<file path="src/include/ivpm_pkg.sv">
// shared constants and carriers of the interrupt vector and priority map
package ivpm_pkg;

	// ****************************************************************
	// priority storage layout
	// ****************************************************************
	localparam int LINE_COUNT = 32;
	localparam int PRIORITY_BIT_COUNT = 2;
	localparam int SLOT_WIDTH = 8;
	localparam int SLOTS_PER_WORD = 4;
	localparam int PRIO_WORDS = 8;
	localparam int PRIO_MSB = 7;
	localparam int PRIO_LSB = 6;
	localparam logic [31:0] PRIO_WORD_MASK = 32'hC0C0C0C0;
	localparam logic [1:0] PRIO_RESET_VALUE = 2'h0;

	// ****************************************************************
	// vector table
	// ****************************************************************
	localparam int EXC_NUM_WIDTH = 6;
	localparam logic [5:0] EXC_COUNT = 6'h30;
	localparam logic [5:0] EXC_STACK = 6'h00;
	localparam logic [5:0] EXC_RESET = 6'h01;
	localparam logic [5:0] EXC_NMI = 6'h02;
	localparam logic [5:0] EXC_HARD_FAULT = 6'h03;
	localparam logic [5:0] EXC_SUPERVISOR_CALL = 6'h0B;
	localparam logic [5:0] EXC_PENDABLE_SERVICE = 6'h0E;
	localparam logic [5:0] EXC_SYSTEM_TICK = 6'h0F;
	localparam logic [5:0] EXC_PERIPH_FIRST = 6'h10;
	localparam logic [31:0] VEC_STACK_ADDR = 32'h00000000;
	localparam logic [31:0] VEC_RESET_ADDR = 32'h00000004;
	localparam logic [31:0] VEC_NMI_ADDR = 32'h00000008;
	localparam logic [31:0] VEC_HARD_FAULT_ADDR = 32'h0000000C;
	localparam logic [31:0] SUPERVISOR_CALL_VECTOR = 32'h0000002C;
	localparam logic [31:0] PENDABLE_SERVICE_VECTOR = 32'h00000038;
	localparam logic [31:0] SYSTEM_TICK_VECTOR = 32'h0000003C;
	localparam logic [31:0] VEC_PERIPH_BASE = 32'h00000040;
	localparam logic [31:0] VEC_PERIPH_LAST = 32'h000000BC;
	localparam logic [4:0] RESERVED_LINE = 5'h1E;

	// fixed priorities of the system exceptions
	localparam logic signed [7:0] PRIO_STACK = 8'shF0;
	localparam logic signed [7:0] PRIO_RESET = 8'shF1;
	localparam logic signed [7:0] PRIO_NMI = 8'shF2;
	localparam logic signed [7:0] PRIO_HARD_FAULT = 8'shF3;
	localparam logic signed [7:0] PRIO_SUPERVISOR_CALL = 8'shFB;
	localparam logic signed [7:0] PRIO_PENDABLE_SERVICE = 8'shFE;
	localparam logic signed [7:0] PRIO_SYSTEM_TICK = 8'shFF;

	// ****************************************************************
	// carriers
	// ****************************************************************
	typedef struct packed {
		logic low_voltage_indicator_irq;
		logic system_clock_failure_irq;
		logic watchdog_irq;
		logic gpio_ab_irq;
		logic gpio_cd_irq;
		logic gpio_e_irq;
		logic gpio_f_irq;
		logic timer_10_irq;
		logic timer_11_irq;
		logic timer_12_irq;
		logic i2c_0_irq;
		logic serial_channel_a_irq;
		logic watch_timer_irq;
		logic timer_30_irq;
		logic i2c_1_irq;
		logic timer_20_irq;
		logic timer_21_irq;
		logic serial_channel_b_irq;
		logic converter_irq;
		logic uart_0_irq;
		logic uart_1_irq;
		logic timer_13_irq;
		logic timer_14_irq;
		logic timer_15_irq;
		logic timer_16_irq;
		logic i2c_2_irq;
		logic serial_channel_c_irq;
		logic serial_channel_d_irq;
		logic speech_codec_irq;
		logic dac_irq;
		logic led_irq;
		logic touch_irq;
		logic comparator_irq;
		logic crc_irq;
	} ivpm_src_s;

	typedef struct packed {
		logic [31:0] addr;
		logic signed [7:0] prio;
		logic used;
	} ivpm_vec_s;

	typedef struct packed {
		logic valid;
		logic [4:0] line;
		logic [1:0] prio;
	} ivpm_best_s;

endpackage : ivpm_pkg

</file>
<file path="src/verilog/ivpm_prio_store.sv">
// small priority memory: packed 2-bit fields, registered read port
`timescale 1ns/1ns
`default_nettype none
module ivpm_prio_store #(
	parameter int WORDS = 8,
	parameter int WIDTH = 8,
	parameter int IDX_W = 3
) (
	input wire logic core_clk,
	input wire logic rst_n,
	input wire logic wr_en,
	input wire logic [IDX_W-1:0] wr_idx,
	input wire logic [WIDTH-1:0] wr_data,
	input wire logic rd_en,
	input wire logic [IDX_W-1:0] rd_idx,
	output logic [WIDTH-1:0] rd_data,
	output logic [WORDS*WIDTH-1:0] all_data
);
	logic [WIDTH-1:0] mem [WORDS];

	always_ff @(posedge core_clk or negedge rst_n) begin
		if (!rst_n) begin
			for (int i = 0; i < WORDS; i++) begin
				mem[i] <= '0;
			end
		end else if (wr_en) begin
			mem[wr_idx] <= wr_data;
		end
	end

	always_ff @(posedge core_clk or negedge rst_n) begin
		if (!rst_n) begin
			rd_data <= '0;
		end else if (rd_en) begin
			rd_data <= mem[rd_idx];
		end
	end

	always_comb begin
		for (int i = 0; i < WORDS; i++) begin
			all_data[i*WIDTH +: WIDTH] = mem[i];
		end
	end
endmodule : ivpm_prio_store
`default_nettype wire

</file>
<file path="src/verilog/ivpm_map.sv">
// interrupt vector map, line routing and per-line priority store
`timescale 1ns/1ns
`default_nettype none
module ivpm_map
	import ivpm_pkg::*;
#(
	parameter int LINES = 32
) (
	input wire logic core_clk,
	input wire logic rst_n,
	input wire ivpm_src_s src,
	input wire logic vec_req,
	input wire logic [EXC_NUM_WIDTH-1:0] vec_num,
	output logic vec_ack,
	output ivpm_vec_s vec_ans,
	input wire logic prio_wr,
	input wire logic prio_rd,
	input wire logic [2:0] prio_idx,
	input wire logic [31:0] prio_wdata,
	output logic prio_rvalid,
	output logic [31:0] prio_rdata,
	output logic [LINES-1:0] irq_line,
	output ivpm_best_s best
);

	// ****************************************************************
	// helpers
	// ****************************************************************
	function automatic logic [7:0] pack_word(input logic [31:0] w);
		logic [7:0] p;
		p = '0;
		for (int s = 0; s < SLOTS_PER_WORD; s++) begin
			p[s*2 +: 2] = w[s*SLOT_WIDTH+PRIO_LSB +: PRIORITY_BIT_COUNT];
		end
		return p;
	endfunction : pack_word

	function automatic logic [31:0] unpack_word(input logic [7:0] p);
		logic [31:0] w;
		w = '0;
		for (int s = 0; s < SLOTS_PER_WORD; s++) begin
			w[s*SLOT_WIDTH+PRIO_LSB +: PRIORITY_BIT_COUNT] = p[s*2 +: 2];
		end
		return w;
	endfunction : unpack_word

	// ****************************************************************
	// source to line routing
	// ****************************************************************
	logic [LINES-1:0] next_irq_line;
	always_comb begin
		next_irq_line = '0;
		next_irq_line[0] = src.low_voltage_indicator_irq;
		next_irq_line[1] = src.system_clock_failure_irq;
		next_irq_line[2] = src.watchdog_irq;
		next_irq_line[3] = src.gpio_ab_irq;
		next_irq_line[4] = src.gpio_cd_irq;
		next_irq_line[5] = src.gpio_e_irq;
		next_irq_line[6] = src.gpio_f_irq;
		next_irq_line[7] = src.timer_10_irq;
		next_irq_line[8] = src.timer_11_irq;
		next_irq_line[9] = src.timer_12_irq;
		next_irq_line[10] = src.i2c_0_irq;
		next_irq_line[11] = src.serial_channel_a_irq;
		next_irq_line[12] = src.watch_timer_irq;
		next_irq_line[13] = src.timer_30_irq;
		next_irq_line[14] = src.i2c_1_irq;
		next_irq_line[15] = src.timer_20_irq;
		next_irq_line[16] = src.timer_21_irq;
		next_irq_line[17] = src.serial_channel_b_irq;
		next_irq_line[18] = src.converter_irq;
		next_irq_line[19] = src.uart_0_irq;
		next_irq_line[20] = src.uart_1_irq;
		next_irq_line[21] = src.timer_13_irq;
		next_irq_line[22] = src.timer_14_irq;
		next_irq_line[23] = src.timer_15_irq;
		next_irq_line[24] = src.timer_16_irq;
		next_irq_line[25] = src.i2c_2_irq;
		next_irq_line[26] = src.serial_channel_c_irq | src.serial_channel_d_irq;
		next_irq_line[27] = src.speech_codec_irq | src.dac_irq;
		next_irq_line[28] = src.led_irq;
		next_irq_line[29] = src.touch_irq;
		next_irq_line[31] = src.comparator_irq | src.crc_irq;
		next_irq_line[RESERVED_LINE] = 1'b0;
	end

	always_ff @(posedge core_clk or negedge rst_n) begin
		if (!rst_n) begin
			irq_line <= '0;
		end else begin
			irq_line <= next_irq_line;
		end
	end

	// ****************************************************************
	// priority store, word-wide only
	// ****************************************************************
	logic [7:0] store_rd;
	logic [PRIO_WORDS*8-1:0] store_all;
	// only the top two bits of each byte are kept
	ivpm_prio_store #(.WORDS(PRIO_WORDS), .WIDTH(8), .IDX_W(3)) u_store (
		.core_clk(core_clk),
		.rst_n(rst_n),
		.wr_en(prio_wr),
		.wr_idx(prio_idx),
		.wr_data(pack_word(prio_wdata)),
		.rd_en(prio_rd),
		.rd_idx(prio_idx),
		.rd_data(store_rd),
		.all_data(store_all)
	);

	always_ff @(posedge core_clk or negedge rst_n) begin
		if (!rst_n) begin
			prio_rvalid <= 1'b0;
		end else begin
			prio_rvalid <= prio_rd;
		end
	end

	// fields return in bits 7:6 of each byte
	assign prio_rdata = unpack_word(store_rd);

	// ****************************************************************
	// vector lookup
	// ****************************************************************
	// slot address, fixed or stored priority, used flag
	function automatic ivpm_vec_s lookup(input logic [5:0] num,
		input logic [PRIO_WORDS*8-1:0] all);
		ivpm_vec_s v;
		logic [4:0] ln;
		v.addr = {24'h000000, num, 2'h0};
		v.prio = 8'sh00;
		v.used = 1'b1;
		ln = 5'(num - EXC_PERIPH_FIRST);
		case (num)
			EXC_STACK: v.prio = PRIO_STACK;
			EXC_RESET: v.prio = PRIO_RESET;
			EXC_NMI: v.prio = PRIO_NMI;
			EXC_HARD_FAULT: v.prio = PRIO_HARD_FAULT;
			EXC_SUPERVISOR_CALL: v.prio = PRIO_SUPERVISOR_CALL;
			EXC_PENDABLE_SERVICE: v.prio = PRIO_PENDABLE_SERVICE;
			EXC_SYSTEM_TICK: v.prio = PRIO_SYSTEM_TICK;
			default: begin
				if (num >= EXC_PERIPH_FIRST && num < EXC_COUNT) begin
					v.prio = {6'h00, all[{ln, 1'b0} +: 2]};
					v.used = (ln != RESERVED_LINE);
				end else begin
					v.used = 1'b0;
				end
			end
		endcase
		return v;
	endfunction : lookup

	// vector table answer, one cycle after the request
	always_ff @(posedge core_clk or negedge rst_n) begin
		if (!rst_n) begin
			vec_ack <= 1'b0;
			vec_ans <= '0;
		end else begin
			vec_ack <= vec_req;
			if (vec_req) begin
				vec_ans <= lookup(vec_num, store_all);
			end
		end
	end

	// ****************************************************************
	// highest pending line
	// ****************************************************************
	ivpm_best_s next_best;
	// ties go to the lower line number, as the core resolves them
	always_comb begin
		next_best = '0;
		for (int i = LINES - 1; i >= 0; i--) begin
			if (irq_line[i] && (!next_best.valid ||
				store_all[i*2 +: 2] <= next_best.prio)) begin
				next_best.valid = 1'b1;
				next_best.line = 5'(i);
				next_best.prio = store_all[i*2 +: 2];
			end
		end
	end

	always_ff @(posedge core_clk or negedge rst_n) begin
		if (!rst_n) begin
			best <= '0;
		end else begin
			best <= next_best;
		end
	end
endmodule : ivpm_map
`default_nettype wire

</file>
<file path="config.mk">
export PLATFORM = sky130hd
export DESIGN_NAME = ivpm_map
export DESIGN_NICKNAME = d
export VERILOG_FILES = /design/src/include/ivpm_pkg.sv /design/src/verilog/ivpm_prio_store.sv /design/src/verilog/ivpm_map.sv
export SDC_FILE = /design/constraint.sdc
export NUM_CORES = 1
export LEC_CHECK = 0
export BUFFER_PORTS_ARGS = -buffer_cell sky130_fd_sc_hd__buf_2
export CORE_AREA = 5 5 139 141
export CTS_BUF_LIST = sky130_fd_sc_hd__clkbuf_4 sky130_fd_sc_hd__clkbuf_8 sky130_fd_sc_hd__clkbuf_16
export DETAILED_ROUTE_END_ITERATION = 7
export DIE_AREA = 0 0 144 146
export HOLD_SLACK_MARGIN = 0.08
export PLACE_DENSITY = 0.81
export SLEW_MARGIN = 20
export SYNTH_ARGS = -nofsm -noshare
export SYNTH_HDL_FRONTEND = slang
export SYNTH_SLANG_ARGS = --single-unit
</file>
<file path="constraint.sdc">
create_clock -name core_clk -period 48.8 [get_ports core_clk]
set_input_delay 2.44 -clock core_clk [delete_from_list [all_inputs] [get_ports core_clk]]
set_output_delay 2.44 -clock core_clk [all_outputs]
set_load 0.03 [all_outputs]
</file>
==> qor.yml <==
run_status: "complete, no violations"
ctsHoldBuffers: 0
place_congestion: 0.949
worstHoldPathType: "register to register"
synth_edf_count: 0
final_cell_mix: "dfrtp_1, buf_2, nand2_1"
fp.dieW_um: 144
routed_wl_um: 26300
path_clk_slew_ns: 0.06
hpwl_um: 20000
synth_area_um2: 9280
netlist_instances: 963
synth_top_family_by_area: "compound AO/OA/AOI/OAI gates"
r2r_slack_ns: 5.06
grt_max_degree: 82
grt_overflow: 0
die_area_um2: 21000
nets: 1192
clk_latency_ns: 0.43
cts_sinks: 125
cp.depth: 210
finClkSkew_ns: 0.00737
yosysTopAreaCell: "dfrtp_1"
ys_seq_area_share_pct: 33.7
hold_viol_final: 0
maxCapViolations: 0
critPathLaunch: "irq_line[31]"
track_usage_pct: 24.9
cp-end-kind: "register"
ff2ff_path_depth: 210
clock_tree.root_cell: "clkbuf_16"
critPathTopFamily: "compound AO/OA/AOI/OAI gates"
post_cts_resize_count: 0
layout_commonest_cell: "dfrtp_1"
period_needed_ns: 43.74
fmax_ghz: 0.0229
synth_top_area_share_pct: 33.7
diodes: 0
clock_path_buffers: 2
power_mw: 0.928
cpPeakStageDelay_ns: 0.75
use_met1_pct: 33.7
io_buffer_count: 119
vias_per_cell: 6.14
fin_util_pct: 58.7
path_common_cell: "nor2_1"
fillers: 1494
rsz0062_at_grt: "false"
first_pass_iters: 7
drtIter0Drc: 844
worstSetupPathType: "register to register"
rows: 49
cts_htree_levels: 4
tritoncts: "yes"
drc: 0
finalMaxSlewViolations: 0
cp-endpoint: "best[6]"
ant_nets: 0
synthAdderAreaFrac_pct: 5.68
initial_utilization_pct: 52.0
synth_seq_cells: 125
syn_avg_cell_area_um2: 9.63
synth_mux_area_share_pct: 16.6
grtUsageMet3_pct: 6.51
fin_tns_setup_ns: 0
grt.met2_usage_pct: 38.6
synth_flop_cell: "dfrtp_1"
synthArstFlopShare_pct: 100
worst_slew_pin_slew_ns: 1.04
r2r_end: "best[6]"
synth_xor_xnor_area_share_pct: 0
setup_viol: 0
antenna_found_initial: 0
crit_slowest_cell: "a2111oi_2"
fp.coreArea_um2: 17800
yosys.area_share.simple_pct: 16.0
multiInputGateArea_um2: 5570
crit_fanout: 12
ys_types: 95
postCtsSetupRepairBufs: 0
drive_gt1_share_pct: 27.0
vias: 8079
r2r_start: "irq_line[31]"
arrival_ns: 44.07
synth_warnings: 0
die_height_um: 146
numCtsBuffers: 17
grt_pass1_vias: 7624
post_drt_wl_per_cell_um: 20.0
crit_buf_inv: 5
powerDensity_nw_per_um2: 88.5
vdd_ir_drop_max_uv: 48.8
final-seq-area_um2: 3130
syn_to_final_growth_pct: 13.0
io-pin-count: 195
cp.required_ns: 49.13
power.leakage_nw: 4.69
period_share_pct: 89.6
busiest_layer: "met2"
slew_headroom_pct: 28.7
startpoint_type: "register"
grt_pass1_wl_um: 41200
synth-compound-area-share_pct: 19.7
ys_top_cells_by_area: "dfrtp_1, mux4_2, mux2_2"
## kinds of logic (layout without fill, tap and decap cells)
kind of cell | Yosys count | in the layout
muxes | 102 | 102
buffers and inverters | 147 | 220
DFF | 125 | 125
adders and majority gates | 43 | 43
and+or+nand+nor | 295 | 295
AOI/OAI and AO/OA | 250 | 250
other | 1 | 51
## cells in the mapped netlist, drive strengths merged, types with 10 or more instances
master / n
a21oi: 45
nor2b: 16
nand2: 81
nor2: 77
nand3: 21
ha: 38
o21ai: 70
inv: 65
or2: 12
buf: 62
o211ai: 14
clkbuf: 19
mux2i: 12
nand2b: 17
mux4: 36
mux2: 54
a221oi: 10
nor3: 23
a31oi: 11
dfrtp: 125
## layer usage
metal  wire length (µm)  share of wire, %
met2              12400                47
met4                746               2.8
met3               2490               9.5
met1              10700                41
met5                  0                 0
## where the power goes
| part | internal, mW | total [mW] | switching [mW] | leakage (nW) |
|---|---|---|---|---|
| clock network | 0.0889 | 0.135 | 0.0457 | 0.312 |
| registers | 0.123 | 0.150 | 0.0276 | 1.49 |
| logic | 0.262 | 0.643 | 0.381 | 2.89 |
## metrics by stage
step           cells  instance area (µm²)  hold WS [ns]  setup WS, ns
6_report        1315                10500         0.495          5.06
5_1_grt         1315                10500         0.509          1.54
4_1_cts         1315                10500         0.496          5.88
3_5_place_dp    1284                 9850         0.483          6.28
3_3_place_gp    1284                 9850         0.469          7.00
2_1_floorplan   1013                 9460         0.491         11.30
## layout make-up
| type | count | area share (%) |
|---|---|---|
| flip-flops and latches | 125 | 29.8 |
| inverters | 66 | 2.39 |
| multi-input cells | 741 | 53.1 |
| clock buffers | 23 | 4.55 |
| well taps | 229 | 2.73 |
| clock inverters | 8 | 1.34 |
| repair buffers | 123 | 6.03 |
## sequential cells by signal (all words and copies together) (netlist names)
signal	count
u_store.all_data	64
irq_line	31
vec_ans	12
best	8
u_store.rd_data	8
prio_rvalid	1
vec_ack	1
## worst min path at each step
stage	startpoint	cells past startpoint	slack [ns]	endpoint
after CTS	irq_line[0]	1	0.50	best[7]
final	irq_line[0]	1	0.49	best[7]
after floorplan	u_store.all_data[60]	1	0.49	u_store.all_data[60]
after global placement	irq_line[0]	1	0.47	best[7]
after global routing	vec_ans[1]	1	0.51	vec_ans[1]
after detailed placement	irq_line[0]	1	0.48	best[7]
## worst reg2reg max path: cells and delay by family (launching register included)
kind	cells	cell delay, ns
fa+ha+maj	34	9.28
flops	1	0.58
buf+inv	5	0.51
compound gates	91	20.13
mux	4	1.45
simple gates	76	11.61
(Power assumes the default switching activity.)
